$ cat src/rtl/hub_cmd_map.svh
// Offsets, field positions, reset values and command codes of the hub
// command/status port. Included by the package and the port module only.
`ifndef HUB_CMD_MAP_SVH
`define HUB_CMD_MAP_SVH

// Register select on the external data bus
`define REG_COMMAND 2'h0
`define REG_DATA 2'h1
`define REG_STATUS 2'h2

// Command codes
`define CMD_CHIP_IDENTIFICATION_WORD 8'hFD
`define CMD_SET_VID_PID 8'hFB
`define CMD_LAST_ERROR 8'hFF

// Data byte counts per command
`define CNT_CHIP_IDENTIFICATION_WORD 3'h2
`define CNT_SET_VID_PID 3'h4
`define CNT_LAST_ERROR 3'h1

// Last transaction error byte fields
`define ERR_FLAG_BIT 4
`define ERR_CODE_MSB 3

// Status register bits
`define ST_BUSY_BIT 0
`define ST_BAD_CMD_BIT 1
`define ST_WRITE_BIT 2

// Suffix character upper bits
`define SUFFIX_CHAR_HI 12'h003

// Reset values
`define RST_LAST_ERROR 8'h00
`define RST_COMMAND 8'h00

// Interface clock
`define MCU_CLK_HZ 12000000

`endif

$ cat src/rtl/hub_cmd_pkg.sv
// Types shared by the hub command/status port files.
// Assumes hub_cmd_map.svh on the include path.
`include "hub_cmd_map.svh"

package hub_cmd_pkg;
  // Command sequencer states, one-hot
  typedef enum logic [2:0] {
    ST_IDLE  = 3'b001,
    ST_READ  = 3'b010,
    ST_WRITE = 3'b100
  } seq_state_e;

  typedef logic [3:0] fault_code_t;
  typedef logic [1:0] reg_sel_t;
endpackage

$ cat src/rtl/fault_code_encoder.sv
// Priority encoder turning packet fault indications into a 4-bit code.
// Assumes the packet engine presents all indications with i_pkt_done.
module fault_code_encoder
  import hub_cmd_pkg::*;
(
  input wire logic i_pid_seen,
  input wire logic [7:0] i_pid_byte,
  input wire logic i_unexpected,
  input wire logic i_setup_nonctrl,
  input wire logic i_token_crc,
  input wire logic i_data_crc,
  input wire logic i_timeout,
  input wire logic i_babble,
  input wire logic i_early_eop,
  input wire logic i_nak,
  input wire logic i_stall,
  input wire logic i_overflow,
  input wire logic i_iso_empty,
  input wire logic i_stuff_err,
  input wire logic i_sync_err,
  input wire logic i_bad_toggle,
  output hub_cmd_pkg::fault_code_t o_code
);
  // Defined packet identifiers of the low nibble
  function automatic logic pid_known(input logic [3:0] p);
    case (p)
      4'h1, 4'h9, 4'h5, 4'hD, 4'h3, 4'hB, 4'h2, 4'hA, 4'hE, 4'hC: pid_known = 1'b1;
      default: pid_known = 1'b0;
    endcase
  endfunction

  wire logic pid_bad_enc;
  wire logic pid_unknown;
  assign pid_bad_enc = i_pid_seen && (i_pid_byte[7:4] != ~i_pid_byte[3:0]);
  assign pid_unknown = i_pid_seen && !pid_bad_enc && !pid_known(i_pid_byte[3:0]);

  // Link faults first, then protocol outcomes
  always_comb begin
    if (i_sync_err) o_code = 4'hE; // [RULE12]
    else if (i_stuff_err) o_code = 4'hD; // [RULE12]
    else if (i_early_eop) o_code = 4'h8; // [RULE12]
    else if (pid_bad_enc) o_code = 4'h1; // [RULE10]
    else if (pid_unknown) o_code = 4'h2; // [RULE10]
    else if (i_token_crc) o_code = 4'h4; // [RULE12]
    else if (i_data_crc) o_code = 4'h5; // [RULE12]
    else if (i_babble) o_code = 4'h7; // [RULE12]
    else if (i_timeout) o_code = 4'h6; // [RULE12]
    else if (i_overflow) o_code = 4'hB; // [RULE15]
    else if (i_bad_toggle) o_code = 4'hF; // [RULE17]
    else if (i_unexpected || i_setup_nonctrl) o_code = 4'h3; // [RULE11]
    else if (i_stall) o_code = 4'hA; // [RULE14]
    else if (i_nak) o_code = 4'h9; // [RULE13]
    else if (i_iso_empty) o_code = 4'hC; // [RULE16]
    else o_code = 4'h0; // [RULE10]
  end
endmodule

$ cat src/rtl/hub_command_status_port.sv
// Hub command/status port: command, data and status registers seen by the
// keyboard microcontroller, chip identity, VID/PID set and last packet error.
// Assumes a single-cycle read or write strobe on i_clk from the core.
//
// How it works
// (RULE1) Core reaches the hub only via command, data, status registers.
// (RULE2) Interface clock is the 12 MHz PLL-derived microcontroller clock.
// (RULE3) Chip identity command FD returns low byte then high byte.
// (RULE4) Identity word: suffix digit bits 11..8, release bits 7..0.
// (RULE5) Suffix character code is 0x003 then the four suffix bits.
// (RULE6) Silicon release number is a constant raised per revision.
// (RULE7) Command FB takes VID low, VID high, PID low, PID high.
// (RULE8) Command FF returns failed flag bit 4, code bits 3..0.
// (RULE9) Failed flag refreshed on every packet transfer.
// (RULE10) Codes: 0 none, 1 PID encoding, 2 unknown PID.
// (RULE11) Code 3 for wrong packet kind or SETUP to non-control.
// (RULE12) Codes 4,5,6,7,8,D,E for CRC, timeout, babble, EOP, stuff, sync.
// (RULE13) Code 9 when a NAK was sent or received.
// (RULE14) Code A when a stall answered a halted endpoint.
// (RULE15) Code B when received data exceeds buffer space.
// (RULE16) Code C when an empty isochronous packet was sent.
// (RULE17) Code F and payload dropped on wrong data toggle.
// (RULE18) Data bytes move one per data access until the count ends.
`include "hub_cmd_map.svh"

module hub_command_status_port #(
  parameter logic [3:0] PART_SUFFIX_DIGIT = 4'h7, // Arbitrary value
  parameter logic [7:0] SILICON_RELEASE_NUMBER = 8'h2A, // Arbitrary value
  parameter logic [15:0] RST_VENDOR_ID = 16'h1234, // Arbitrary value
  parameter logic [15:0] RST_PRODUCT_ID = 16'h5678 // Arbitrary value
) (
  input wire logic i_clk,
  input wire logic i_rst,
  input hub_cmd_pkg::reg_sel_t i_addr,
  input wire logic i_wr,
  input wire logic i_rd,
  input wire logic [7:0] i_wdata,
  output logic [7:0] o_rdata,
  input wire logic i_pkt_done,
  input wire logic i_pid_seen,
  input wire logic [7:0] i_pid_byte,
  input wire logic i_unexpected,
  input wire logic i_setup_nonctrl,
  input wire logic i_token_crc,
  input wire logic i_data_crc,
  input wire logic i_timeout,
  input wire logic i_babble,
  input wire logic i_early_eop,
  input wire logic i_nak,
  input wire logic i_stall,
  input wire logic i_overflow,
  input wire logic i_iso_empty,
  input wire logic i_stuff_err,
  input wire logic i_sync_err,
  input wire logic i_bad_toggle,
  output logic o_discard_payload,
  output logic [15:0] o_vendor_id,
  output logic [15:0] o_product_id,
  output logic o_vidpid_update,
  output logic [15:0] o_suffix_char
);
  import hub_cmd_pkg::*;

  //////////////////////////////////////////////////////////////////////////
  // Identity

  // Fixed identity word, reserved top nibble zero
  wire logic [15:0] chip_identification_word;
  assign chip_identification_word = {4'h0, PART_SUFFIX_DIGIT, SILICON_RELEASE_NUMBER}; // [RULE4] [RULE6]
  // Suffix character for the product name string
  assign o_suffix_char = {`SUFFIX_CHAR_HI, PART_SUFFIX_DIGIT}; // [RULE5]

  //////////////////////////////////////////////////////////////////////////
  // Packet fault capture

  fault_code_t fault_code;
  logic [7:0] last_transaction_error_reg;
  logic [7:0] last_transaction_error_next;
  wire logic last_packet_failed_flag;
  wire fault_code_t transaction_fault_code;

  fault_code_encoder u_encoder (
    .i_pid_seen(i_pid_seen),
    .i_pid_byte(i_pid_byte),
    .i_unexpected(i_unexpected),
    .i_setup_nonctrl(i_setup_nonctrl),
    .i_token_crc(i_token_crc),
    .i_data_crc(i_data_crc),
    .i_timeout(i_timeout),
    .i_babble(i_babble),
    .i_early_eop(i_early_eop),
    .i_nak(i_nak),
    .i_stall(i_stall),
    .i_overflow(i_overflow),
    .i_iso_empty(i_iso_empty),
    .i_stuff_err(i_stuff_err),
    .i_sync_err(i_sync_err),
    .i_bad_toggle(i_bad_toggle),
    .o_code(fault_code)
  );

  // New byte on each packet, reserved bits zero
  assign last_transaction_error_next = i_pkt_done ?
    {3'h0, (fault_code != 4'h0), fault_code} : last_transaction_error_reg; // [RULE9] [RULE8]
  assign last_packet_failed_flag = last_transaction_error_reg[`ERR_FLAG_BIT];
  assign transaction_fault_code = last_transaction_error_reg[`ERR_CODE_MSB:0];
  // Payload dropped on a wrong toggle
  assign o_discard_payload = i_pkt_done && (fault_code == 4'hF); // [RULE17]

  // Error byte register
  always_ff @(posedge i_clk) begin
    if (i_rst) last_transaction_error_reg <= `RST_LAST_ERROR;
    else last_transaction_error_reg <= last_transaction_error_next;
  end

  //////////////////////////////////////////////////////////////////////////
  // Register decode

  wire logic cmd_wr;
  wire logic data_wr;
  wire logic data_rd;
  wire logic stat_rd;
  wire logic cmd_rd;
  // Only three addresses respond; others read zero
  assign cmd_wr = i_wr && (i_addr == `REG_COMMAND); // [RULE1]
  assign cmd_rd = i_rd && (i_addr == `REG_COMMAND); // [RULE1]
  assign data_wr = i_wr && (i_addr == `REG_DATA); // [RULE1]
  assign data_rd = i_rd && (i_addr == `REG_DATA); // [RULE1]
  assign stat_rd = i_rd && (i_addr == `REG_STATUS); // [RULE1]

  //////////////////////////////////////////////////////////////////////////
  // Command sequencer

  seq_state_e state_reg;
  seq_state_e state_next;
  logic [7:0] command_reg;
  logic [7:0] command_next;
  logic [2:0] count_reg;
  logic [2:0] count_next;
  logic [1:0] index_reg;
  logic [1:0] index_next;
  logic bad_cmd_reg;
  logic bad_cmd_next;
  logic [7:0] err_snap_reg;
  logic [7:0] err_snap_next;
  logic [7:0] byte_out;
  wire logic last_byte;
  wire logic read_step;
  wire logic write_step;

  assign read_step = (state_reg == ST_READ) && data_rd;
  assign write_step = (state_reg == ST_WRITE) && data_wr;
  assign last_byte = ({1'b0, index_reg} + 3'h1) == count_reg;

  // Next-state of the byte exchange
  always_comb begin
    state_next = state_reg;
    command_next = command_reg;
    count_next = count_reg;
    index_next = index_reg;
    bad_cmd_next = bad_cmd_reg;
    err_snap_next = err_snap_reg;
    if (cmd_wr) begin
      command_next = i_wdata;
      index_next = 2'h0;
      bad_cmd_next = 1'b0;
      case (i_wdata)
        `CMD_CHIP_IDENTIFICATION_WORD: begin
          state_next = ST_READ; // [RULE3]
          count_next = `CNT_CHIP_IDENTIFICATION_WORD;
        end
        `CMD_LAST_ERROR: begin
          state_next = ST_READ; // [RULE8]
          count_next = `CNT_LAST_ERROR;
          err_snap_next = last_transaction_error_reg;
        end
        `CMD_SET_VID_PID: begin
          state_next = ST_WRITE; // [RULE7]
          count_next = `CNT_SET_VID_PID;
        end
        default: begin
          state_next = ST_IDLE;
          count_next = 3'h0;
          bad_cmd_next = 1'b1;
        end
      endcase
    end else if (read_step || write_step) begin
      // One byte per data access, stop at the count
      index_next = index_reg + 2'h1; // [RULE18]
      if (last_byte) state_next = ST_IDLE; // [RULE18]
    end
  end

  // Sequencer registers
  always_ff @(posedge i_clk) begin
    if (i_rst) begin
      state_reg <= ST_IDLE;
      command_reg <= `RST_COMMAND;
      count_reg <= 3'h0;
      index_reg <= 2'h0;
      bad_cmd_reg <= 1'b0;
      err_snap_reg <= `RST_LAST_ERROR;
    end else begin
      state_reg <= state_next;
      command_reg <= command_next;
      count_reg <= count_next;
      index_reg <= index_next;
      bad_cmd_reg <= bad_cmd_next;
      err_snap_reg <= err_snap_next;
    end
  end

  //////////////////////////////////////////////////////////////////////////
  // VID/PID capture

  logic [15:0] vendor_id_reg;
  logic [15:0] vendor_id_next;
  logic [15:0] product_id_reg;
  logic [15:0] product_id_next;
  logic vidpid_stage_reg;
  logic [7:0] stage_b0_reg;
  logic [7:0] stage_b1_reg;
  logic [7:0] stage_b2_reg;
  wire logic commit;

  // Fourth byte commits all four together
  assign commit = write_step && last_byte && (command_reg == `CMD_SET_VID_PID); // [RULE7]
  assign vendor_id_next = commit ? {stage_b1_reg, stage_b0_reg} : vendor_id_reg; // [RULE7]
  assign product_id_next = commit ? {i_wdata, stage_b2_reg} : product_id_reg; // [RULE7]

  // Staging of the first three bytes
  always_ff @(posedge i_clk) begin
    if (i_rst) begin
      stage_b0_reg <= 8'h00;
      stage_b1_reg <= 8'h00;
      stage_b2_reg <= 8'h00;
    end else if (write_step) begin
      if (index_reg == 2'h0) stage_b0_reg <= i_wdata;
      if (index_reg == 2'h1) stage_b1_reg <= i_wdata;
      if (index_reg == 2'h2) stage_b2_reg <= i_wdata;
    end
  end

  // Descriptor identifiers and update pulse
  always_ff @(posedge i_clk) begin
    if (i_rst) begin
      vendor_id_reg <= RST_VENDOR_ID;
      product_id_reg <= RST_PRODUCT_ID;
      vidpid_stage_reg <= 1'b0;
    end else begin
      vendor_id_reg <= vendor_id_next;
      product_id_reg <= product_id_next;
      vidpid_stage_reg <= commit;
    end
  end

  assign o_vendor_id = vendor_id_reg;
  assign o_product_id = product_id_reg;
  assign o_vidpid_update = vidpid_stage_reg;

  //////////////////////////////////////////////////////////////////////////
  // Read data

  logic [7:0] rdata_reg;
  logic [7:0] rdata_next;

  // Byte selected by the current command and index
  always_comb begin
    byte_out = 8'h00;
    if (command_reg == `CMD_CHIP_IDENTIFICATION_WORD) begin
      byte_out = (index_reg == 2'h0) ? chip_identification_word[7:0] : chip_identification_word[15:8]; // [RULE3]
    end else if (command_reg == `CMD_LAST_ERROR) begin
      byte_out = err_snap_reg; // [RULE8]
    end
  end

  // Register readback mux
  always_comb begin
    rdata_next = rdata_reg;
    if (i_rd) begin
      case (i_addr)
        `REG_COMMAND: rdata_next = command_reg;
        `REG_DATA: rdata_next = read_step ? byte_out : 8'h00; // [RULE18]
        `REG_STATUS: rdata_next = {5'h00, (state_reg == ST_WRITE), bad_cmd_reg, (state_reg != ST_IDLE)};
        default: rdata_next = 8'h00;
      endcase
    end
  end

  // Read data register on the microcontroller clock
  always_ff @(posedge i_clk) begin // [RULE2]
    if (i_rst) rdata_reg <= 8'h00;
    else rdata_reg <= rdata_next;
  end

  assign o_rdata = rdata_reg;
endmodule

$ cat config.mk
export PLATFORM = sky130hd
export DESIGN_NAME = hub_command_status_port
export DESIGN_NICKNAME = d
export VERILOG_FILES = /design/src/rtl/hub_cmd_pkg.sv /design/src/rtl/fault_code_encoder.sv /design/src/rtl/hub_command_status_port.sv
export VERILOG_INCLUDE_DIRS = /design/src /design/src/rtl
export SDC_FILE = /design/constraint.sdc
export NUM_CORES = 1
export LEC_CHECK = 0
export BUFFER_PORTS_ARGS = -buffer_cell sky130_fd_sc_hd__buf_4
export CORE_AREA = 2 2 81 103
export CTS_CLUSTER_DIAMETER = 80
export DETAILED_ROUTE_END_ITERATION = 7
export DIE_AREA = 0 0 83 105
export PLACE_DENSITY = 0.9
export SYNTH_ARGS = -nofsm -noshare
export SYNTH_HDL_FRONTEND = slang
export SYNTH_SLANG_ARGS = --single-unit
export TNS_END_PERCENT = 30
$ cat constraint.sdc
create_clock -name i_clk -period 2.45 [get_ports i_clk]
set_input_delay 0.245 -clock i_clk [delete_from_list [all_inputs] [get_ports i_clk]]
set_output_delay 0.245 -clock i_clk [all_outputs]
set_load 0.02 [all_outputs]
==> results.cfg, run 1 <==
[critical_path]
r2r-start = index_reg[0]
worst-r2r-cell-count = 8
setup.worst_path.end_class = output port
r2r-end = o_product_id[13]
path_max_fanout = 3
cp.required_ps = 2200
critPathKind = input port to output port
r2r_setup_slack_ps = 360
crit_arrival_ps = 1940
cp-start-kind = input port

[worst_hold_path]
min_delay_path_depth = 3
min-delay-start = i_wdata[7]
hp-class = input port to flop
hold_path_end = o_product_id[15]

[clocking]
cts_sinks = 92
cts-root-buf = clkbuf_8
postCtsHoldBufs = 0
clkSlewWorstSetupHoldPaths_ps = 90
clockBufferDepth = 2
cts_tree = yes
clock_latency_ps = 370
htreeDepth = 3
cts_buffers = 9

[grt]
grt.busiest_layer = met2
grt_pass1_vias = 3486
grt_max_degree = 86
grt.total_usage_pct = 21.3
met3_usage_pct = 4.42
grt_first_pass_wirelength_mm = 15.4
overflow = 0
grt_antenna_before_repair = 0
met1_usage_pct = 23.4
grtUsageMet2_pct = 38.1

[pwr]
p_leak_nw = 1.95
power.density_nw_per_um2 = 582
total_power_mw = 2.81
ir_worst_vdd_mv = 0.357

[layout]
drive_above_1_share_pct = 19.6
stdcell_count = 650
layout_common_cells = 108 x nand2_1, 92 x dfxtp_1, 84 x buf_4
diodes = 0
areaGrowthSynthToFinish_pct = 19.9
nNetsFinal = 592
final_common_cell = nand2_1

[placed_design]
post-place-cells = 634
port_buffers = 79
gp_congestion = 0.909
hpwl_mm = 6.74

[synthesis]
synth_seq_cells = 92
synth_flop_cell = dfxtp_1
seq_area_frac_synth_pct = 45.8
synth_xor_xnor_area_share_pct = 1.74
syn_inst = 485
ys_types = 56
yosys_warnings = 0
synth_top_family_by_area = simple AND/OR/NAND/NOR gates
synth_edf_count = 0
synth_fa_ha_area_share_pct = 1.24
synth-compound-area-share_pct = 14.7
synth_simple_gate_area_share_pct = 26.5
synthMuxAreaShare_pct = 3.24
avgSynthCellArea_um2 = 8.29
synth_area_um2 = 4020
synth_async_sr_flop_share_pct = 0

[detailed_routing]
ant_nets = 0
drtIter0Drc = 232
wl_mm = 9.43
firstDrtPassIters = 4
drt_drc_violations_left = 0
wire_per_inst_um = 14.5
avgViaCountPerCell = 5.53
via_count = 3593

[job]
maxCapViolCount = 0

[die]
ioPinCount = 96
rows = 36
dieWidth_um = 83
start_util_pct = 52.2
dieArea_um2 = 8720
core_area_um2 = 7700
die_h_um = 105

[sta]
setup_viol = 0
hold_viol_final = 0
rsz0062_at_grt = no
period_share_pct = 89.2
drv_slew = 0
period_needed_ps = 2190
slew-limit-headroom_pct = 45.9
finalSetupTns_ps = 0
fmax_mhz = 458
tightest_slew_ps = 812
finalClockSkew_ps = 17.0

[run_status]
status = completed
[how the worst max path moves through the flow]
stage / startpoint / depth (start not counted) / slack (ps) / to
floorplan: index_reg[0] / 9 / 470 / o_product_id[11]
global placement: i_overflow / 7 / 320 / o_discard_payload
detailed placement: i_overflow / 7 / 230 / o_discard_payload
CTS: i_overflow / 7 / 210 / o_discard_payload
global route: i_overflow / 7 / 70 / o_discard_payload
finish: i_token_crc / 7 / 260 / o_discard_payload
[final cells by class]
type | instances | area [um^2]
Sequential cell | 92 | 1840
Clock inverter | 4 | 55.1
Clock buffer | 12 | 155
Fill cell | 637 | 2880
Tap cell | 95 | 119
Inverter | 7 | 26.3
Timing Repair Buffer | 85 | 651
Multi-Input combinational cell | 355 | 1970
[metrics by stage]
stage	worst slack [ps]	area (um^2)	hold slack [ps]	utilization [%]
finish	265	4820	170	62.6
global route	73.3	4820	169	62.6
CTS	208	4810	158	62.5
detailed placement	228	4600	445	59.8
global placement	315	4600	441	59.8
floorplan	465	4070	369	-
[synth_stat cells, types with 5 or more instances]
master,count,share of area (%)
a211oi_1,9,1.7
a21oi_1,57,7.1
buf_2,5,0.62
buf_4,17,3.2
clkbuf_1,20,1.9
dfxtp_1,92,46
inv_1,7,0.65
mux2i_1,13,3.2
nand2_1,108,10
nand3_1,19,2.4
nand3b_1,15,2.8
nand4_1,5,0.78
nor2_1,37,3.5
nor2b_1,9,1.4
nor3_1,7,0.87
xnor2_1,6,1.3
[cells by family (layout without fill, tap and decap cells)]
family,after synthesis,count (layout)
AO/OA/AOI/OAI,92,92
XOR/XNOR,8,8
adder cells (fa/ha/maj),4,4
buffers and inverters,52,108
flip-flops,92,92
multiplexers,13,13
other,2,16
AND/OR/NAND/NOR,222,222
[critical path, stage by stage]
cell and delay, ps:
buf_4 120, or4_4 540, a221oi_1 450, nor3_1 100, a21oi_1 240, nor4b_2 80, buf_4 170
[per-layer routing]
metal  share of wire [%]  routed length, um  vias to the layer above
met5                   0                  0                        -
met2                  52               4880                      142
met4                 3.6                344                        0
li1                    -                  -                     1754
met3                 5.1                483                       41
met1                  40               3730                     1656
[where the power goes]
part / internal, mW / switching, mW
Combinational: 0.0885 / 0.140
Clock: 0.533 / 0.523
Sequential: 1.51 / 0.0110
[what timing repair did]
| action | in CTS | in global routing |
|---|---|---|
| buffers inserted | 0 | 0 |
| resized for setup | 0 | 2 |
| endpoints found under the setup margin | 0 | 2 |
Note: power is estimated with default switching activity, not from simulation.
==> inputs of run 2 (changes only) <==
--- a/config.mk
+++ b/config.mk
@@ -11,7 +11,8 @@
 export CTS_CLUSTER_DIAMETER = 80
 export DETAILED_ROUTE_END_ITERATION = 7
 export DIE_AREA = 0 0 83 105
-export PLACE_DENSITY = 0.9
+export PLACE_DENSITY_LB_ADDON = 0.1
+export RECOVER_POWER = 50
 export SYNTH_ARGS = -nofsm -noshare
 export SYNTH_HDL_FRONTEND = slang
 export SYNTH_SLANG_ARGS = --single-unit
==> run 2 against run 1 <==
Die area is the same. Clock skew rose by 6.0 ps. Routed wire length is 3.6% lower. Setup slack worse by 62 ps. First-iteration DRC count shrank 41%. Global-route usage is 0.25 points lower. Sequential power hardly changed.
==> results.cfg, run 2 (same netlist as run 1, synthesis figures left out) <==
[run_status]
status = completed

[sta]
finalClockSkew_ps = 23.0
tightest_slew_ps = 772
period_share_pct = 91.7
slew-limit-headroom_pct = 48.5
rsz0062_at_grt = no
setup_viol = 0
finalSetupTns_ps = 0
drv_slew = 0
fmax_mhz = 445
hold_viol_final = 0
holdWs_ps = 152
period_needed_ps = 2250

[critical_path]
max_stage_delay_ps = 550
crit_path_frequent_cell = buf_4
worstPathCellList = buf_4 > xnor2_1 > o41a_1 > o41ai_1 > nor4b_2 > buf_4
path_max_fanout = 4
cp.required_ps = 2200
cp-start-kind = input port
crit_slowest_cell = o41ai_1
crit_arrival_ps = 2000
critPathKind = input port to output port
setup.worst_path.end_class = output port

[grt]
grt_pass1_vias = 3165
grt_first_pass_wirelength_mm = 15.1
overflow = 0
grt_antenna_before_repair = 0
grt.total_usage_pct = 21.1
grt_max_degree = 75

[layout]
stdcell_count = 653
final_common_cell = nand2_1
diodes = 0
layout_common_cells = 108 x nand2_1, 92 x dfxtp_1, 57 x a21oi_1
drive_above_1_share_pct = 10.9
areaGrowthSynthToFinish_pct = 15.2
nNetsFinal = 595

[placed_design]
port_buffers = 79
hpwl_mm = 6.39
post-place-cells = 637
gp_congestion = 0.832

[clocking]
cts_sinks = 92
cts-root-buf = clkbuf_8
postCtsHoldBufs = 0
cts_setup_buffers = 0
clkSlewWorstSetupHoldPaths_ps = 110
htreeDepth = 3
clockBufferDepth = 2
cts_resized = 0
cts_tree = yes
clock_latency_ps = 380
cts_buffers = 9

[pwr]
total_power_mw = 2.75
power.density_nw_per_um2 = 594
p_leak_nw = 1.77
ir_worst_vdd_mv = 0.372

[die]
ioPinCount = 96
core_area_um2 = 7700
dieArea_um2 = 8720
rows = 36
dieWidth_um = 83
die_h_um = 105
start_util_pct = 52.2

[worst_hold_path]
hp-class = input port to flop

[detailed_routing]
wl_mm = 9.09
drtIter0Drc = 137
ant_nets = 0
avgViaCountPerCell = 5.30
drt_drc_violations_left = 0
wire_per_inst_um = 13.9
via_count = 3462
firstDrtPassIters = 4

[job]
maxCapViolCount = 0
## run 2: cell types whose count changed in the layout (fill, tap and decap cells not counted), moves of 2 or more
cell	change
inv_8	+3
buf_4	-44
clkbuf_8	-2
clkbuf_1	+46
clkinv_4	+2
## run 2: per-stage QoR
stage | utilization, % | setup slack [ps] | cell area (um^2)
after global routing | 60.1 | 40.7 | 4630
after CTS | 62.7 | 244 | 4830
final | 60.1 | 203 | 4630
after detailed placement | 60.1 | 270 | 4630
after global placement | 60.1 | 300 | 4630
after floorplan | - | 465 | 4070
## run 2: path summary, 6_finish.rpt
check                           slack, ps  cells after the start             from                end
worst min-delay path                  150                      3       i_wdata[0]    o_product_id[8]
worst max register to register        260                      8     index_reg[0]     o_vendor_id[0]
worst min register to register        450                      2  o_product_id[0]    o_product_id[0]
worst max-delay path                  200                      6    i_pid_byte[0]  o_discard_payload
## run 2: report_power, final
group          internal [mW]  total, mW  switching [mW]
Sequential              1.51       1.52          0.0106
Combinational         0.0809      0.217           0.136
Clock                  0.404       1.01           0.608
Total                   2.00       2.75           0.755
## run 2: cell type report
type	instances	area, um^2
Sequential cell	92	1840
Fill cell	758	3070
Clock buffer	9	124
Timing Repair Buffer	88	497
Inverter	7	26.3
Clock inverter	7	76.3
Tap cell	95	119
Multi-Input combinational cell	355	1950
## run 2: worst max-delay path: cells and delay by family
family	cells	cell delay, ps
and+or+nand+nor	1	290
AOI/OAI and AO/OA	2	1020
xor gates and xnor gates	1	130
buffers and inverters	2	310
## run 2: layer usage
layer / GRT usage (%) / part of all wire [%] / vias to the layer above
li1: - / - / 1764
met1: 26.2 / 43 / 1609
met2: 36.1 / 51 / 84
met3: 4.74 / 5.1 / 5
met4: 6.91 / 0.50 / 0
met5: 0 / 0 / -
==> inputs of run 3 (changes only) <==
--- a/config.mk
+++ b/config.mk
@@ -6,12 +6,13 @@
 export SDC_FILE = /design/constraint.sdc
 export NUM_CORES = 1
 export LEC_CHECK = 0
+export ABC_AREA = 1
 export BUFFER_PORTS_ARGS = -buffer_cell sky130_fd_sc_hd__buf_4
 export CORE_AREA = 2 2 81 103
 export CTS_CLUSTER_DIAMETER = 80
 export DETAILED_ROUTE_END_ITERATION = 7
 export DIE_AREA = 0 0 83 105
-export PLACE_DENSITY_LB_ADDON = 0.1
+export PLACE_DENSITY = 0.83
 export RECOVER_POWER = 50
 export SYNTH_ARGS = -nofsm -noshare
 export SYNTH_HDL_FRONTEND = slang
==> run 3 against run 2 <==
Setup slack better by 87 ps. Synthesized area barely moved. Power grew 3.0%. Non-clock buffer count is 6 lower. Maximum frequency grew 4.0%. Sequential power barely moved. Design area rose by 0.27%. Critical endpoint is now o_product_id[11]. Sequential share of layout area fell by 0.11 points. Hold slack got worse by 78 ps. Clock-buffer cell count is the same. Combinational power barely moved. Clock skew is 11 ps lower.
==> results.cfg, run 3 <==
[clocking]
clockBufferDepth = 2
cts_buffers = 9
cts_setup_buffers = 0
clock_latency_ps = 380
htreeDepth = 3
cts_tree = yes
clkSlewWorstSetupHoldPaths_ps = 100
cts-root-buf = clkbuf_8
cts_sinks = 92
cts_resized = 0
postCtsHoldBufs = 0

[die]
core_area_um2 = 7700
rows = 36
dieArea_um2 = 8720
die_h_um = 105
start_util_pct = 52.2
ioPinCount = 96
dieWidth_um = 83

[sta]
fmax_mhz = 463
setup_viol = 0
finalSetupTns_ps = 0
period_needed_ps = 2160
slew-limit-headroom_pct = 26.3
tightest_slew_ps = 1100
period_share_pct = 88.2
hold_viol_final = 0
finalClockSkew_ps = 11.7
rsz0062_at_grt = no
drv_slew = 0

[synthesis]
yosys-top-cells-area = dfxtp_1 46%, a21oi_1 8.5%, nand2_1 7.8%
yosys.area.top_type = dfxtp_1
synthDominantCellAreaShare_pct = 45.8
syn_inst = 545
synth_flop_cell = dfxtp_1
avgSynthCellArea_um2 = 7.38
synth_edf_count = 0
synth_async_sr_flop_share_pct = 0
synth_commonest_cells = 92 x dfxtp_1, 84 x nand2_1, 80 x inv_1
yosys_warnings = 0
ys_types = 36
synth_most_common_cell = dfxtp_1
synth_area_um2 = 4020
seq_area_frac_synth_pct = 45.8
synth_seq_cells = 92

[detailed_routing]
ant_nets = 0
wl_mm = 9.13
drt_drc_violations_left = 0
wire_per_inst_um = 12.7
firstDrtPassIters = 5
via_count = 3637
avgViaCountPerCell = 5.07
drtIter0Drc = 172

[critical_path]
cp.required_ps = 2750
setup.worst_path.end_class = flop
critPathKind = flop to flop
crit_arrival_ps = 2460
path_max_fanout = 62
worst-r2r-cell-count = 9
cp-start-kind = flop
r2r_setup_slack_ps = 290
r2r-start = index_reg[0]
r2r-end = o_product_id[11]

[job]
maxCapViolCount = 0

[run_status]
status = completed

[layout]
final_common_cell = dfxtp_1
layout_common_cells = 92 x dfxtp_1, 84 x nand2_1, 80 x inv_1
drive_above_1_share_pct = 10.3
areaGrowthSynthToFinish_pct = 15.4
nNetsFinal = 659
diodes = 0
finish.utilization_pct = 60.3

[worst_hold_path]
hold_path_end = last_transaction_error_reg[0]
min-delay-start = i_pkt_done
hp-class = input port to flop
min_delay_path_depth = 2

[grt]
grt_pass1_vias = 3444
grt_antenna_before_repair = 0
grt.total_usage_pct = 21.5
grt_max_degree = 73
grt_first_pass_wirelength_mm = 15.3
overflow = 0

[placed_design]
gp_congestion = 0.860
hpwl_mm = 6.71
port_buffers = 79

[pwr]
p_leak_nw = 2.01
ir_worst_vdd_mv = 0.424
power.density_nw_per_um2 = 610
[run 3: cell types whose count changed after synthesis, sizes merged, moves of 13 or more]
cell / delta
nand3b: -14
nand2: -22
inv: +75
o21ai: +63
mux2i: -13
[run 3: worst max-delay path by stage]
stage,start,end,cells after the start
2_1_floorplan,index_reg[0],o_product_id[11],9
3_5_place_dp,index_reg[0],o_vendor_id[13],9
6_report,index_reg[0],o_product_id[11],9
4_1_cts,index_reg[0],o_product_id[11],9
3_3_place_gp,index_reg[0],o_product_id[1],9
5_1_grt,index_reg[0],o_vendor_id[11],9
[run 3: report_power, final]
part | total (mW) | leakage (nW) | internal, mW | switching, mW
Clock | 1.10 | 0.104 | 0.500 | 0.595
Sequential | 1.52 | 0.744 | 1.51 | 0.0101
Combinational | 0.216 | 1.17 | 0.0746 | 0.141
Total | 2.83 | 2.01 | 2.09 | 0.746
[run 3: routing by layer]
| metal | part of all wire, % | wire, um | GRT usage [%] | vias to the layer above |
|---|---|---|---|---|
| met1 | 39 | 3550 | 22.5 | 1630 |
| met3 | 4.5 | 408 | 3.00 | 20 |
| met5 | 0 | 0 | 0 | - |
| met2 | 53 | 4880 | 40.6 | 105 |
| met4 | 3.1 | 281 | 11.6 | 0 |
| li1 | - | - | - | 1882 |
[run 3: final cells by class]
type                            instances  area [um^2]
Clock buffer                            9          124
Timing Repair Buffer                   82          444
Sequential cell                        92         1840
Clock inverter                          7         95.1
Multi-Input combinational cell        349         1710
Inverter                               83          312
Tap cell                               95          119
Fill cell                             717         3060
[run 3: critical path, cell delays in order, from the launching register on]
cell and delay (ps):
dfxtp_1 440, inv_1 110, ha_1 330, xnor2_1 140, nand3_1 80, inv_1 90
nand3_2 80, buf_4 450, o21ai_0 150, a21oi_1 190
[run 3: cell families after synthesis]
logic type	synth area share (%)
and+or+nand+nor	18.6
AOI/OAI and AO/OA	20.7
buffers and inverters	12.9
DFF	45.8
adders and majority gates	1.24
xor gates and xnor gates	0.653
other	0.187
[run 3: per-stage QoR]
stage | hold WS (ps) | cells | setup slack (ps) | power, mW | area [um^2]
2_1_floorplan | 339 | 559 | 726 | 1.70 | 4080
3_3_place_gp | 434 | 701 | 519 | 1.77 | 4600
3_5_place_dp | 437 | 701 | 376 | 1.78 | 4600
4_1_cts | 72.6 | 717 | 320 | 2.85 | 4820
5_1_grt | 97.2 | 717 | 106 | 2.93 | 4640
6_report | 73.4 | 717 | 290 | 2.83 | 4640
